$ cat src/verilog/adsq_pkg.sv
package adsq_pkg;
   // ----------------------------------------
   // register offsets (byte addresses)
   // ----------------------------------------
   localparam logic [3:0] ADDR_CTRL0 = 4'h0;
   localparam logic [3:0] ADDR_CTRL1 = 4'h1;
   localparam logic [3:0] ADDR_CHEN0 = 4'h2;
   localparam logic [3:0] ADDR_CHEN1 = 4'h3;
   localparam logic [3:0] ADDR_CHEN2 = 4'h4;
   localparam logic [3:0] ADDR_PDIR = 4'h5;
   localparam logic [3:0] ADDR_PDAT = 4'h6;
   localparam logic [3:0] ADDR_IRQC0 = 4'h7;
   localparam logic [3:0] ADDR_IRQC1 = 4'h8;
   localparam logic [3:0] ADDR_RESL = 4'h9;
   localparam logic [3:0] ADDR_RESH = 4'ha;
   localparam logic [3:0] ADDR_AMPC = 4'hb;
   localparam logic [3:0] ADDR_IRQF = 4'hc;
   // ----------------------------------------
   // control register 0 fields
   // ----------------------------------------
   localparam int C0_CLKSEL_LO = 0;
   localparam int C0_BUSY = 4;
   localparam int C0_START = 5;
   localparam int C0_PDN = 6;
   // ----------------------------------------
   // control register 1 fields
   // ----------------------------------------
   localparam int C1_IREF_LO = 0;
   localparam int C1_INSEL = 3;
   localparam int C1_REFPIN_LO = 4;
   localparam int C1_INVSEL = 6;
   localparam int C1_OUTSEL = 7;
   // ----------------------------------------
   // amplifier control fields
   // ----------------------------------------
   localparam int AC_TRIM_LO = 0;
   localparam int AC_REFSEL = 4;
   localparam int AC_OFSM = 5;
   localparam int AC_RESULT = 6;
   localparam int AC_EN = 7;
   // ----------------------------------------
   // interrupt control fields
   // ----------------------------------------
   localparam int IC0_GIE = 0;
   localparam int IC1_CIE = 0;
   // ----------------------------------------
   // reset values and constants
   // ----------------------------------------
   localparam logic [7:0] CTRL0_RST = 8'h40;
   localparam logic [7:0] BYTE_ZERO = 8'h00;
   localparam logic [7:0] PDAT_RST = 8'hff;
   localparam int RES_W = 12;
   localparam int CONV_TAD = 16;
   localparam logic [1:0] REFPIN_IO = 2'h0;
   localparam logic [1:0] REFPIN_NONINV = 2'h1;
   localparam logic [1:0] REFPIN_EXTREF = 2'h2;
   localparam logic [1:0] REFPIN_BOTH = 2'h3;

   typedef enum logic [1:0] {
      ST_IDLE = 2'b00,
      ST_ARMED = 2'b01,
      ST_CONV = 2'b11
   } adsq_state_t;
endpackage

$ cat src/verilog/adsq_top.sv
// The address map and the plain strobed port were chosen for this implementation.
`timescale 1ns/10ps
//
// Behaviour
// - end of conversion raises the converter interrupt request
// - three clock-select bits in control 0 choose the divider
// - converter runs only while power-down bit is zero
// - channel-enable bits make each shared pin analog or plain I/O
// - direction bits pick the analog pin; data bit 0 grounds it
// - interrupt needs both global and converter enables at one
// - start bit 0 to 1 to 0 starts a conversion
// - busy flag drops low at end; result registers hold value
// - conversion takes sixteen divided converter clock periods
// - result is twelve bits, full scale all ones
// - amplifier enable bit powers the amplifier on or off
// - offset-mode bit with amplifier enabled enters cancellation
// - reference-select bit picks inverting or non-inverting reference
// - software steps four-bit trim until result bit flips
// - amplifier result bit reflects amplifier output state
// - clearing offset-mode bit returns to normal operation
// - two-bit shared pin code: io, noninv, ref, both
// - analog use of shared pin kills its I/O and pull-high
// - single-bit selects route inverting input and output pins
// - three-bit field picks internal reference supply fraction
// - start held high keeps converter in reset, busy high
// - at end device clears busy and sets interrupt request flag
// - divider ratio set by code, 010 gives /3, 101 /6
// - input-select bit picks analog pins or amplifier output
module adsq_top #(
   parameter int NCH = 20
) (
   input wire logic mclk,
   input wire logic rstn,
   input wire logic ce,
   input wire logic [3:0] addr,
   input wire logic [7:0] wdata,
   input wire logic wr,
   input wire logic rd,
   output logic [7:0] rdata,
   input wire logic [adsq_pkg::RES_W-1:0] conv_sample,
   input wire logic amp_output_async,
   output logic conv_power_on,
   output logic conv_input_source_sel,
   output logic [NCH-1:0] chan_analog,
   output logic [7:0] chan_route,
   output logic [7:0] chan_ground_n,
   output logic conv_irq_req,
   output logic amp_power_on,
   output logic amp_offset_mode,
   output logic offset_ref_input_sel,
   output logic [3:0] offset_trim_field,
   output logic [2:0] amp_internal_ref_sel,
   output logic amp_noninv_input,
   output logic ext_ref_en,
   output logic ref_pin_io_en,
   output logic amp_inv_input,
   output logic amp_output_pin
);
   import adsq_pkg::*;

   logic [7:0] c0_reg, c1_reg, amp_reg, pdir_reg, pdat_reg;
   logic [7:0] ch0_reg, ch1_reg, ch2_reg;
   logic gie_reg, cie_reg, irqf_reg;
   logic [RES_W-1:0] res_reg;
   logic [4:0] tcnt_reg;
   logic busy_reg, ampo_s1_reg, ampo_s2_reg;
   logic [7:0] rdata_next;
   adsq_state_t st_reg;
   logic tick, done;

   function automatic logic hit(input logic [3:0] a, input logic [3:0] r);
      hit = (a == r);
   endfunction

   // ----------------------------------------
   // software writable registers
   // ----------------------------------------
   always_ff @(posedge mclk or negedge rstn) begin
      if (!rstn) begin
         c0_reg <= CTRL0_RST;
         c1_reg <= BYTE_ZERO;
         amp_reg <= BYTE_ZERO;
         pdir_reg <= BYTE_ZERO;
         pdat_reg <= PDAT_RST;
         ch0_reg <= BYTE_ZERO;
         ch1_reg <= BYTE_ZERO;
         ch2_reg <= BYTE_ZERO;
         gie_reg <= 1'b0;
         cie_reg <= 1'b0;
      end else if (ce && wr) begin
         if (hit(addr, ADDR_CTRL0)) c0_reg <= wdata;
         if (hit(addr, ADDR_CTRL1)) c1_reg <= wdata;
         if (hit(addr, ADDR_AMPC)) amp_reg <= wdata;
         if (hit(addr, ADDR_PDIR)) pdir_reg <= wdata;
         if (hit(addr, ADDR_PDAT)) pdat_reg <= wdata;
         if (hit(addr, ADDR_CHEN0)) ch0_reg <= wdata;
         if (hit(addr, ADDR_CHEN1)) ch1_reg <= wdata;
         if (hit(addr, ADDR_CHEN2)) ch2_reg <= wdata;
         if (hit(addr, ADDR_IRQC0)) gie_reg <= wdata[IC0_GIE];
         if (hit(addr, ADDR_IRQC1)) cie_reg <= wdata[IC1_CIE];
      end
   end

   wire start_bit = c0_reg[C0_START];
   wire pdn = c0_reg[C0_PDN];

   adsq_clkdiv u_div (
      .mclk(mclk),
      .rstn(rstn),
      .ce(ce),
      .run(st_reg == ST_CONV),
      .sel(c0_reg[C0_CLKSEL_LO +: 3]),
      .tick(tick)
   );

   // ----------------------------------------
   // conversion sequencer
   // ----------------------------------------
   // armed waits for start to fall; a start held high keeps the
   // converter in reset rather than converting
   assign done = (st_reg == ST_CONV) && tick && (tcnt_reg == 5'(CONV_TAD - 1));

   always_ff @(posedge mclk or negedge rstn) begin
      if (!rstn) begin
         st_reg <= ST_IDLE;
         tcnt_reg <= 5'h0;
         busy_reg <= 1'b0;
      end else if (ce) begin
         case (st_reg)
            ST_IDLE: begin
               if (start_bit && !pdn) begin
                  st_reg <= ST_ARMED;
                  busy_reg <= 1'b1;
               end
            end
            ST_ARMED: begin
               if (pdn) begin
                  st_reg <= ST_IDLE;
                  busy_reg <= 1'b0;
               end else if (!start_bit) begin
                  st_reg <= ST_CONV;
                  tcnt_reg <= 5'h0;
               end
            end
            ST_CONV: begin
               if (pdn) begin
                  st_reg <= ST_IDLE;
                  busy_reg <= 1'b0;
               end else if (start_bit) begin
                  st_reg <= ST_ARMED;
               end else if (done) begin
                  st_reg <= ST_IDLE;
                  busy_reg <= 1'b0;
               end else if (tick) begin
                  tcnt_reg <= tcnt_reg + 5'h1;
               end
            end
            default: begin
               st_reg <= ST_IDLE;
               busy_reg <= 1'b0;
            end
         endcase
      end
   end

   // ----------------------------------------
   // result, request flag, amplifier sync
   // ----------------------------------------
   always_ff @(posedge mclk or negedge rstn) begin
      if (!rstn) begin
         res_reg <= '0;
      end else if (ce && done && !pdn && !start_bit) begin
         res_reg <= conv_sample;
      end
   end

   // set wins over a same-cycle software clear
   always_ff @(posedge mclk or negedge rstn) begin
      if (!rstn) begin
         irqf_reg <= 1'b0;
      end else if (ce) begin
         if (done && !pdn && !start_bit) begin
            irqf_reg <= 1'b1;
         end else if (wr && hit(addr, ADDR_IRQF) && !wdata[0]) begin
            irqf_reg <= 1'b0;
         end
      end
   end

   always_ff @(posedge mclk or negedge rstn) begin
      if (!rstn) begin
         ampo_s1_reg <= 1'b0;
         ampo_s2_reg <= 1'b0;
      end else if (ce) begin
         ampo_s1_reg <= amp_output_async;
         ampo_s2_reg <= ampo_s1_reg;
      end
   end

   // ----------------------------------------
   // read port
   // ----------------------------------------
   always_comb begin
      rdata_next = BYTE_ZERO;
      case (addr)
         ADDR_CTRL0: begin
            rdata_next = c0_reg;
            rdata_next[C0_BUSY] = busy_reg;
         end
         ADDR_CTRL1: rdata_next = c1_reg;
         ADDR_CHEN0: rdata_next = ch0_reg;
         ADDR_CHEN1: rdata_next = ch1_reg;
         ADDR_CHEN2: rdata_next = ch2_reg;
         ADDR_PDIR: rdata_next = pdir_reg;
         ADDR_PDAT: rdata_next = pdat_reg;
         ADDR_IRQC0: rdata_next[IC0_GIE] = gie_reg;
         ADDR_IRQC1: rdata_next[IC1_CIE] = cie_reg;
         ADDR_RESL: rdata_next = res_reg[7:0];
         ADDR_RESH: rdata_next = {4'h0, res_reg[RES_W-1:8]};
         ADDR_AMPC: begin
            rdata_next = amp_reg;
            rdata_next[AC_RESULT] = ampo_s2_reg;
         end
         ADDR_IRQF: rdata_next[0] = irqf_reg;
         default: rdata_next = BYTE_ZERO;
      endcase
   end

   always_ff @(posedge mclk or negedge rstn) begin
      if (!rstn) begin
         rdata <= BYTE_ZERO;
      end else if (ce) begin
         rdata <= rd ? rdata_next : BYTE_ZERO;
      end
   end

   // ----------------------------------------
   // registered analog controls
   // ----------------------------------------
   logic [NCH-1:0] chan_all;
   assign chan_all = NCH'({ch2_reg[3:0], ch1_reg, ch0_reg});
   wire [1:0] refpin = c1_reg[C1_REFPIN_LO +: 2];

   always_ff @(posedge mclk or negedge rstn) begin
      if (!rstn) begin
         conv_power_on <= 1'b0;
         conv_input_source_sel <= 1'b0;
         chan_analog <= '0;
         chan_route <= BYTE_ZERO;
         chan_ground_n <= BYTE_ZERO;
         conv_irq_req <= 1'b0;
         amp_power_on <= 1'b0;
         amp_offset_mode <= 1'b0;
         offset_ref_input_sel <= 1'b0;
         offset_trim_field <= 4'h0;
         amp_internal_ref_sel <= 3'h0;
         amp_noninv_input <= 1'b0;
         ext_ref_en <= 1'b0;
         ref_pin_io_en <= 1'b1;
         amp_inv_input <= 1'b0;
         amp_output_pin <= 1'b0;
      end else if (ce) begin
         conv_power_on <= !pdn;
         conv_input_source_sel <= c1_reg[C1_INSEL];
         chan_analog <= chan_all;
         chan_route <= pdir_reg;
         chan_ground_n <= pdat_reg;
         conv_irq_req <= irqf_reg && gie_reg && cie_reg;
         amp_power_on <= amp_reg[AC_EN];
         amp_offset_mode <= amp_reg[AC_EN] && amp_reg[AC_OFSM];
         offset_ref_input_sel <= amp_reg[AC_REFSEL];
         offset_trim_field <= amp_reg[AC_TRIM_LO +: 4];
         amp_internal_ref_sel <= c1_reg[C1_IREF_LO +: 3];
         amp_noninv_input <= (refpin == REFPIN_NONINV) || (refpin == REFPIN_BOTH);
         ext_ref_en <= (refpin == REFPIN_EXTREF) || (refpin == REFPIN_BOTH);
         ref_pin_io_en <= (refpin == REFPIN_IO);
         amp_inv_input <= c1_reg[C1_INVSEL];
         amp_output_pin <= c1_reg[C1_OUTSEL];
      end
   end

   // ----------------------------------------
   // checks
   // ----------------------------------------
   // cycle count of the running conversion, judged against the selected ratio;
   // a clock code changed mid-run would trip it, so the code is set before start
   logic [7:0] conv_cyc_reg;

   always_ff @(posedge mclk or negedge rstn) begin
      if (!rstn) begin
         conv_cyc_reg <= 8'h00;
      end else if (ce) begin
         if (st_reg == ST_CONV) begin
            conv_cyc_reg <= conv_cyc_reg + 8'h01;
         end else begin
            conv_cyc_reg <= 8'h00;
         end
      end
   end
endmodule

$ cat src/verilog/adsq_clkdiv.sv
`timescale 1ns/10ps
module adsq_clkdiv (
   input wire logic mclk,
   input wire logic rstn,
   input wire logic ce,
   input wire logic run,
   input wire logic [2:0] sel,
   output logic tick
);
   import adsq_pkg::*;
   logic [2:0] cnt_reg;

   // ----------------------------------------
   // ratio is code + 1, code 010 -> /3
   // ----------------------------------------
   always_ff @(posedge mclk or negedge rstn) begin
      if (!rstn) begin
         cnt_reg <= 3'h0;
         tick <= 1'b0;
      end else if (ce) begin
         if (!run || cnt_reg >= sel) begin
            cnt_reg <= 3'h0;
            tick <= run;
         end else begin
            cnt_reg <= cnt_reg + 3'h1;
            tick <= 1'b0;
         end
      end
   end
endmodule

$ cat config.mk
export PLATFORM = sky130hd
export DESIGN_NAME = adsq_top
export DESIGN_NICKNAME = d
export VERILOG_FILES = /design/src/verilog/adsq_pkg.sv /design/src/verilog/adsq_top.sv /design/src/verilog/adsq_clkdiv.sv
export SDC_FILE = /design/constraint.sdc
export NUM_CORES = 1
export LEC_CHECK = 0
export BUFFER_PORTS_ARGS = -buffer_cell sky130_fd_sc_hd__buf_2
export CAP_MARGIN = 25
export CORE_ASPECT_RATIO = 1.4
export CORE_MARGIN = 2
export CORE_UTILIZATION = 55
export CTS_BUF_LIST = sky130_fd_sc_hd__clkbuf_8
export CTS_CLUSTER_DIAMETER = 100
export CTS_CLUSTER_SIZE = 20
export DETAILED_ROUTE_END_ITERATION = 16
export GPL_TIMING_DRIVEN = 0
export PLACE_DENSITY_LB_ADDON = 0.25
export SYNTH_ARGS = -nofsm -noshare
export SYNTH_HDL_FRONTEND = slang
export SYNTH_SLANG_ARGS = --single-unit
$ cat constraint.sdc
create_clock -name mclk -period 2.73 [get_ports mclk]
set_clock_uncertainty 0.1 [all_clocks]
set_input_delay 0.546 -clock mclk [delete_from_list [all_inputs] [get_ports mclk]]
set_output_delay 0.546 -clock mclk [all_outputs]
set_load 0.05 [all_outputs]
==> metrics, run 1 <==
outcome=finished, final reports clean; Req. time, crit path=a little under 3 ns; WS Path Type=reg2reg; Worst Path Arrival=~2.8 ns; ant diodes=0; final worst path period share=0.929; Cells after DPL=~750; largest net degree at the start of global routing=82; hold crit path type=in2async; critical-path maximum fanout=10; postcts setup bufs=0; sequential area share after synthesis=0.551; Worst VDD drop=approximately 470 uV; final hold violations=0; vias=4,749; fin crit period=roughly 2.5 ns; TritonRoute pass-1 iters=5; DRT iter0 DRCs=between 300 and 400; gr ovfl total=0; internal power=~4.2 mW; Final Max Tran Viols=0; overall power=6.47 mW; row count=48; total nets after synthesis=around 550; Clk Latency, worst-skew pair=~0.45 ns; Worst slew margin=0.452; sw power=roughly 2.3 mW; Synth cell types=57; Seq pwr share=0.462; Die W=a little under 100 um; Die H=137 um; max FFs per register=20; CTS Sinks=around 150; GRT Total Usage=0.264; Final Non-Filler Cells=slightly below 800; Net Sw Frac=0.354; TritonCTS buffer count=17; register bit total from synthesis=153; layout cells sized above 1=0.483; Syn. warnings=0; Lkg Pwr=about 3.8 nW; ys async rst share=1.00; Initial Util=0.563; layout overhead on the synthesized area=15.3%; Pwr Density=roughly 810 nW/um2; RSZ-0062 raised after global routing=no; Resized Gates After CTS=0; CTS tree=done; final setup vio count=0; Final GP Congestion=0.914; clock-pin slew on the worst setup and hold paths=0.09 ns; CP startpoint kind=flop; vias in the first global route=around 5,000; first-pass GRT wire length=26,900 um; Max clock buf depth=2; Syn Inst Count=around 520; Worst-Margin Slew=around 0.82 ns; number of port buffers=between 80 and 90; Core Box Area=about 12,000 um2; DR DRC count=0; final WL=~17,000 um; Nets=~660; HPWL Detailed=approximately 12,000 um; Mapped Area=~7000 um2; maxcap violations=0; drt wl/cell=~22 um; Final ANT Viol Nets=0; die area=around 14,000 um2; Post-Syn Area per Cell=between 10 and 15 um2; CP endpoint kind=flop; via/cell ratio=6.05; Post-synth EDFFs=0; clock share of power=0.273; antenna violations before repair=0; Logic pwr share=0.265; R2R setup slack=between 0.15 and 0.2 ns; CTS Hold Buffers Added=0; clk root buf=clkbuf_8; # IOs=a little over 90; maximum clock rate=~390 MHz; H-tree Lvls=4; prevailing post-synth register cell=dfrtp_1
cells in the final DEF (no fill, tap or decap), drive strengths merged, types with 3 or more instances in the layout:
| master | instances |
|---|---|
| buf | 114 |
| mux2i | 7 |
| mux4 | 4 |
| clkinv | 6 |
| inv | 24 |
| nand2 | 12 |
| nand3b | 8 |
| o32a | 3 |
| a31oi | 4 |
| a32o | 3 |
| nand2b | 10 |
| o21ai | 12 |
| dfrtp | 143 |
| nor3 | 6 |
| mux2 | 136 |
| nand4 | 7 |
| a221oi | 5 |
| ha | 6 |
| dfstp | 10 |
| bufinv | 3 |
| a21oi | 8 |
| nor2 | 11 |
| o22ai | 8 |
| clkbuf | 20 |
| a32oi | 3 |
| a21o | 5 |
| a22o | 7 |
| nand3 | 9 |
| nor2b | 10 |
per-layer routing:
layer,GRT usage,vias to the layer above,routed length (um)
met4,0.109,0,533
met5,0,-,0
met2,0.437,158,8470
met3,0.0485,43,768
met1,0.343,2426,7160
li1,-,2122,-
synth_stat cells, drive strengths merged, types with 3 or more instances:
library cell	count	area [um2]
nand4	7	62.6
nand3	9	50.1
nor2	11	61.3
clkbuf	3	11.3
nand2b	10	62.6
ha	6	75.1
buf	26	150
a32o	3	30.0
a21oi	8	40.0
dfstp	10	263
dfrtp	143	3580
a22o	7	61.3
nor2b	10	70.1
nand3b	8	60.1
inv	20	75.1
a31oi	4	25.0
o32a	3	30.0
nand2	12	45.0
a221oi	5	43.8
o21ai	12	60.1
a21o	5	37.5
a32oi	3	26.3
nor3	6	68.8
o22ai	8	50.1
mux2i	7	70.1
mux2	136	1530
mux4	4	90.1
final cells by class:
type                            instances  area, um2
Inverter                               20       75.1
Timing Repair Buffer                   88        469
Sequential cell                       153       3840
Clock buffer                           17        234
Clock inverter                         15        173
Multi-Input combinational cell        313       2890
Tap cell                              150        188
Buffer                                 29        161
Fill cell                             943       4340
final timing paths:
check | start | endpoint | cells after the start
worst max-delay path | tcnt_reg[0] | res_reg[11] | 7
worst min-delay path | rstn | chan_analog[5] | 1
worst max register to register | tcnt_reg[0] | res_reg[11] | 7
worst min register to register | tcnt_reg[4] | tcnt_reg[4] | 2
max in group asynchronous | rstn | pdat_reg[0] | 2
min in group mclk | conv_sample[1] | res_reg[1] | 2
worst max-delay path, stage by stage (launching register included):
cell      delay (ns)
dfrtp_1         0.41
ha_1            0.20
and3_1          0.18
ha_1            0.19
nand4b_1        0.15
nor3_2          0.38
buf_2           0.41
mux2_2          0.39
cells by family after synthesis:
family                     after synthesis  synth area share
muxes                                  147             0.243
DFF                                    153             0.551
and+or+nand+nor                         85            0.0825
adders and majority gates                6            0.0108
buffers and inverters                   49            0.0339
AOI/OAI and AO/OA                       75            0.0785
power groups by stage:
stage | registers, mW | logic, mW | clock network (mW)
final | 2.99 | 1.72 | 1.77
after global routing | 3.04 | 1.82 | 1.89
after CTS | 2.99 | 1.73 | 1.80
after detailed placement | 3.03 | 1.72 | 0
after global placement | 3.01 | 1.67 | 0
after floorplan | 3.60 | 0.638 | 0
stage by stage:
step                setup slack, ns  utilization  area (um2)  setup TNS (ns)  hold WS (ns)
floorplan                     0.722            -        6970               0         0.150
global placement              -1.13        0.613        7590         -162.04         0.364
detailed placement            0.199        0.616        7620               0         0.376
global route                 0.0623        0.649        8030               0        0.0791
finish                        0.194        0.649        8030               0        0.0255
CTS                           0.184        0.649        8030               0        0.0550
(Power assumes the default switching activity.)
==> inputs of run 2 (changes only) <==
--- a/config.mk
+++ b/config.mk
@@ -8,7 +8,7 @@
 export BUFFER_PORTS_ARGS = -buffer_cell sky130_fd_sc_hd__buf_2
 export CAP_MARGIN = 25
 export CORE_ASPECT_RATIO = 1.4
-export CORE_MARGIN = 2
+export CORE_MARGIN = 4
 export CORE_UTILIZATION = 55
 export CTS_BUF_LIST = sky130_fd_sc_hd__clkbuf_8
 export CTS_CLUSTER_DIAMETER = 100
==> run 2 against run 1 <==
Sequential power barely moved. Register-to-register slack barely moved. Maximum frequency barely moved. Clock power fell by 9%. Total power fell by 2.3%. Utilization fell by 0.22 points. Combinational power barely moved. Hold slack improved by 0.19 ns. Final cell count did not move. Critical endpoint is now res_reg[4].
==> metrics, run 2 (synthesized netlist as in run 1, its figures left out) <==
CP startpoint kind=flop; Core Box Area=12,400 um2 (unchanged); via/cell ratio=6.06 (+0.19%); vias=4,758 (+0.19%); ant diodes=0 (unchanged); Req. time, crit path=2.98 ns (about the same); critical-path maximum fanout=10 (unchanged); first-pass GRT wire length=27,600 um (+2.6%); Critical R2R Launch=tcnt_reg[0]; Net Sw Frac=0.363 (+0.00937); Seq pwr share=0.472 (+0.010); Worst-Margin Slew=0.843 ns (+0.0232 ns); Critical Path Source=tcnt_reg[0]; most frequent cells in the layout=dfrtp_1 (143), mux2_2 (136), buf_2 (104); Nets=659 (+0.15%); CP endpoint kind=flop; final WL=17,400 um (+2.8%); die area=14,600 um2 (+7.1%); Cells after DPL=753 (unchanged); CTS Sinks=153 (unchanged); Die H=141 um (+2.9%); clock-pin slew on the worst setup and hold paths=0.09 ns (about the same); fin crit period=2.54 ns (-0.000351 ns); max FFs per register=20 (unchanged); Clk Latency, worst-skew pair=0.46 ns (about the same); largest net degree at the start of global routing=89 (+8.5%); GRT Total Usage=0.253 (-0.0110); clk root buf=clkbuf_8; H-tree Lvls=4 (unchanged); Hold Path Origin=conv_sample[3]; Final ANT Viol Nets=0 (unchanged); sw power=2.30 mW (+0.26%); Worst slew margin=0.437 (-0.0155); commonest non-fill, non-tap cell in the layout=dfrtp_1; Pwr Density=790 nW/um2 (-2.0%); Max clock buf depth=2 (unchanged); final worst path period share=0.929 (about the same); hold crit path type=in2reg; maxcap violations=0 (unchanged); Die W=103 um (+4.0%); setup TNS=0 ns (unchanged); gr ovfl total=0 (unchanged); Initial Util=0.563 (unchanged); Lkg Pwr=3.78 nW (-0.47%); clock share of power=0.255 (-0.018); slowest CP cell=buf_2; Logic pwr share=0.272 (+0.007); vias in the first global route=4,942 (+1.7%); final hold violations=0 (unchanged); row count=48 (unchanged); layout cells sized above 1=0.483 (unchanged); RSZ-0062 raised after global routing=no; outcome=finished, final reports clean; Slowest Stage Delay on Critical Path=0.43 ns (+0.02 ns); hold_ws=0.218 ns (+0.193 ns); number of port buffers=87 (unchanged); drt wl/cell=22.2 um (+2.8%); Final Max Tran Viols=0 (unchanged); layout overhead on the synthesized area=14.9%; Worst path most repeated cell=ha_1; CTS tree=done; final setup vio count=0 (unchanged); WS Path Type=reg2reg; overall power=6.32 mW (-2.3%); Final Non-Filler Cells=785 (unchanged); Worst VDD drop=463 uV (-1.3%); critical path, cell by cell=ha_1 > and3_1 > ha_1 > nand4b_1 > nor3_2 > buf_2 > mux2_2; DR DRC count=0 (unchanged); # IOs=92 (unchanged); internal power=4.03 mW (-3.7%); # fillers=994 (+5.4%); TritonCTS buffer count=17 (unchanged); Final GP Congestion=0.892 (-2.4%); maximum clock rate=394 MHz (about the same); TritonRoute pass-1 iters=5 (unchanged); postcts setup bufs=0 (unchanged); antenna violations before repair=0 (unchanged); DRT iter0 DRCs=334 (-3.2%); Worst Path Arrival=2.78 ns (about the same); HPWL Detailed=12,500 um (+1.9%)
run 2: changes by cell type in the layout (fill, tap and decap cells not counted), sizes merged:
cell,previous run,this run
clkinv,6,7
inv,24,23
bufinv,3,1
dlygate4sd3,0,1
clkbuf,20,21
run 2: layout make-up:
class                           count  area (um2)  area share
Clock inverter                     13         121      0.0152
Buffer                             29         161      0.0202
Clock buffer                       18         248      0.0310
Sequential cell                   153        3840       0.480
Tap cell                          150         188      0.0235
Inverter                           20        75.1     0.00938
Timing Repair Buffer               89         479      0.0599
Multi-Input combinational cell    313        2890       0.361
run 2: what timing repair did:
action	in CTS	in global routing
hold endpoints to repair	35	0
hold buffers	1	0
gates resized for setup	0	0
endpoints found under the setup margin	0	0
run 2: power groups by stage:
stage | Clock [mW] | Combinational, mW | Sequential, mW
finish | 1.61 | 1.72 | 2.99
global route | 1.76 | 1.83 | 3.04
CTS | 1.66 | 1.74 | 2.99
detailed placement | 0 | 1.73 | 3.03
global placement | 0 | 1.69 | 3.01
floorplan | 0 | 0.638 | 3.60
run 2: per-stage QoR:
step | setup slack [ns] | utilization | area (um2)
3_5_place_dp | 0.197 | 0.616 | 7620
5_1_grt | 0.0658 | 0.647 | 8000
2_1_floorplan | 0.722 | - | 6970
6_report | 0.194 | 0.647 | 8000
4_1_cts | 0.180 | 0.647 | 8000
3_3_place_gp | -1.09 | 0.613 | 7590
run 2: final timing paths:
kind / end / slack (ns) / cells after the start
min in group asynchronous: tcnt_reg[2] / 0.55 / 2
min reg2reg: tcnt_reg[4] / 0.39 / 2
max reg2reg: res_reg[4] / 0.19 / 7
max in group asynchronous: pdat_reg[0] / 1.12 / 3
min: res_reg[3] / 0.22 / 2
max: res_reg[4] / 0.19 / 7
run 2: critical path, delay by kind of cell, from the launching register on:
kind / cells / cell delay (ns)
simple gates: 3 / 0.72
buf+inv: 1 / 0.43
flops: 1 / 0.39
mux: 1 / 0.39
fa+ha+maj: 2 / 0.38
run 2: routing by layer:
metal,global-route usage,share of wire,vias up
met5,0,0,-
met1,0.342,0.42,2425
met3,0.0500,0.055,42
met2,0.404,0.50,185
li1,-,-,2106
met4,0.0880,0.027,0
==> inputs of run 3 (changes only) <==
--- a/config.mk
+++ b/config.mk
@@ -10,12 +10,13 @@
 export CORE_ASPECT_RATIO = 1.4
 export CORE_MARGIN = 4
 export CORE_UTILIZATION = 55
-export CTS_BUF_LIST = sky130_fd_sc_hd__clkbuf_8
+export CTS_BUF_LIST = sky130_fd_sc_hd__clkbuf_16
 export CTS_CLUSTER_DIAMETER = 100
 export CTS_CLUSTER_SIZE = 20
 export DETAILED_ROUTE_END_ITERATION = 16
 export GPL_TIMING_DRIVEN = 0
 export PLACE_DENSITY_LB_ADDON = 0.25
+export SETUP_SLACK_MARGIN = 0.2
 export SYNTH_ARGS = -nofsm -noshare
 export SYNTH_HDL_FRONTEND = slang
 export SYNTH_SLANG_ARGS = --single-unit
==> run 3 against run 2 <==
Hold slack worse by 0.21 ns. Critical path depth unchanged. Clock power increased by 37%. Sequential share of layout area down 1.0 points. Combinational power barely moved. Maximum frequency is 5.6% higher. Register-to-register slack better by 0.13 ns. Sequential cell count stayed put.
==> metrics, run 3 (synthesized netlist as in run 1, its figures left out) <==
Worst slew margin=0.444 (+0.00686); Die H=141 um (unchanged); final setup vio count=0 (unchanged); antenna violations before repair=0 (unchanged); RSZ-0062 raised after global routing=no; final worst path period share=0.880 (-0.0490); Critical Path Source=tcnt_reg[0]; clock share of power=0.317 (+0.062); Final ANT Viol Nets=0 (unchanged); sw power=2.38 mW (+3.6%); fin area=8180 um2 (+2.2%); Worst-Margin Slew=0.832 ns (-0.0103 ns); Worst VDD drop=521 uV (+13%); DRT iter0 DRCs=334 (unchanged); critical-path maximum fanout=10 (unchanged); gr ovfl total=0 (unchanged); via/cell ratio=6.09 (+0.55%); Seq pwr share=0.433 (-0.039); fin crit period=2.40 ns (-0.134 ns); WS Path Type=reg2reg; clk root buf=clkbuf_16; pre-CTS setup slack=0.197 ns (unchanged); outcome=finished, final reports clean; Initial Util=0.563 (unchanged); ant diodes=0 (unchanged); Critical R2R Launch=tcnt_reg[0]; Max clock buf depth=2 (unchanged); HPWL Detailed=12,500 um (unchanged); largest net degree at the start of global routing=89 (unchanged); final hold violations=0 (unchanged); Nets=658 (-0.15%); CTS tree=done; TritonRoute pass-1 iters=5 (unchanged); DP Area=7620 um2 (unchanged); layout overhead on the synthesized area=17.4%; GRT Total Usage=0.253 (about the same); Pwr Density=846 nW/um2 (+7.1%); drt wl/cell=22.4 um (+0.87%); Final GP Congestion=0.892 (unchanged); Worst Slack Setup Final=0.328 ns (+0.134 ns); hold crit path type=in2async; routed wl met2=8770 um (+0.94%); final design utilization=0.661 (+0.0141); clock-pin slew on the worst setup and hold paths=0.06 ns (-0.03 ns); met3 WL=808 um (-16%); vias in the first global route=4,945 (+0.061%); first-pass GRT wire length=27,600 um (about the same); Die W=103 um (unchanged); Core Box Area=12,400 um2 (unchanged); Net Sw Frac=0.344 (-0.0191); Clk Latency, worst-skew pair=0.42 ns (-0.04 ns); number of port buffers=87 (unchanged); CP endpoint kind=flop; TritonCTS buffer count=17 (unchanged); H-tree Lvls=4 (unchanged); internal power=4.54 mW (+13%); most frequent cells in the layout=dfrtp_1 (143), mux2_2 (136), buf_2 (103); Lkg Pwr=3.86 nW (+2.0%); maxcap violations=0 (unchanged); Worst Path Arrival=2.60 ns (-0.18 ns); postcts setup bufs=0 (unchanged); Logic pwr share=0.249 (-0.023); row count=48 (unchanged); Top Metal Used=met4; Req. time, crit path=2.93 ns (-0.05 ns); layout cells sized above 1=0.483 (-0.000815); # IOs=92 (unchanged); vias=4,778 (+0.42%); die area=14,600 um2 (unchanged); final WL=17,500 um (+0.74%); commonest non-fill, non-tap cell in the layout=dfrtp_1; Met1 Routed Length=7510 um (+3.2%); max FFs per register=20 (unchanged); CP startpoint kind=flop; CTS Sinks=153 (unchanged); DR DRC count=0 (unchanged); Final Max Tran Viols=0 (unchanged); maximum clock rate=416 MHz (+5.6%)
-- run 3: final cells by class --
cell class / count / area (um2)
fill: 967 / 4200
sequential: 153 / 3840
multi-input combinational: 313 / 2890
timing repair buffer: 88 / 469
clock buffer: 17 / 425
tap: 150 / 188
buffer: 29 / 164
clock inverter: 14 / 125
inverter: 20 / 75.1
-- run 3: per-stage QoR --
step | power [mW] | std cells | TNS [ns] | hold slack (ns)
CTS | 6.96 | 784 | 0 | 0.0397
global route | 7.21 | 784 | 0 | 0.0524
finish | 6.92 | 784 | 0 | 0.00961
global placement | 4.69 | 752 | -156.56 | 0.361
detailed placement | 4.76 | 753 | 0 | 0.380
floorplan | 4.24 | 515 | 0 | 0.150
-- run 3: timing repair --
item,CTS,global route
hold buffers,0,0
setup endpoints to repair,2,0
gates resized for setup,1,0
-- run 3: worst max-delay path, cell delays in order (launching register included) --
cell      delay, ns
dfrtp_1        0.38
ha_1           0.19
and3_1         0.18
ha_1           0.19
nand4b_1       0.16
nor3_2         0.37
buf_4          0.33
mux2_2         0.37
-- run 3: final timing paths --
path                                    end  slack [ns]  cells after the start
worst max-delay path             res_reg[4]        0.33                      7
worst min-delay path            tcnt_reg[2]        0.01                      1
worst max register to register   res_reg[4]        0.33                      7
worst min register to register  tcnt_reg[4]        0.38                      2
max in group asynchronous       pdat_reg[0]        1.65                      2
min in group mclk               ampo_s1_reg        0.26                      2
-- run 3: layer usage --
| metal | global-route usage | vias up |
|---|---|---|
| met4 | 0.0846 | 0 |
| met1 | 0.343 | 2431 |
| met5 | 0 | - |
| met2 | 0.407 | 184 |
| li1 | - | 2122 |
| met3 | 0.0485 | 41 |
-- run 3: power groups by stage --
| stage | Clock [mW] | Combinational [mW] | Sequential, mW |
|---|---|---|---|
| 6_report | 2.20 | 1.73 | 3.00 |
| 5_1_grt | 2.34 | 1.83 | 3.05 |
| 4_1_cts | 2.23 | 1.74 | 2.99 |
| 3_5_place_dp | 0 | 1.73 | 3.03 |
| 3_3_place_gp | 0 | 1.69 | 3.01 |
| 2_1_floorplan | 0 | 0.638 | 3.60 |
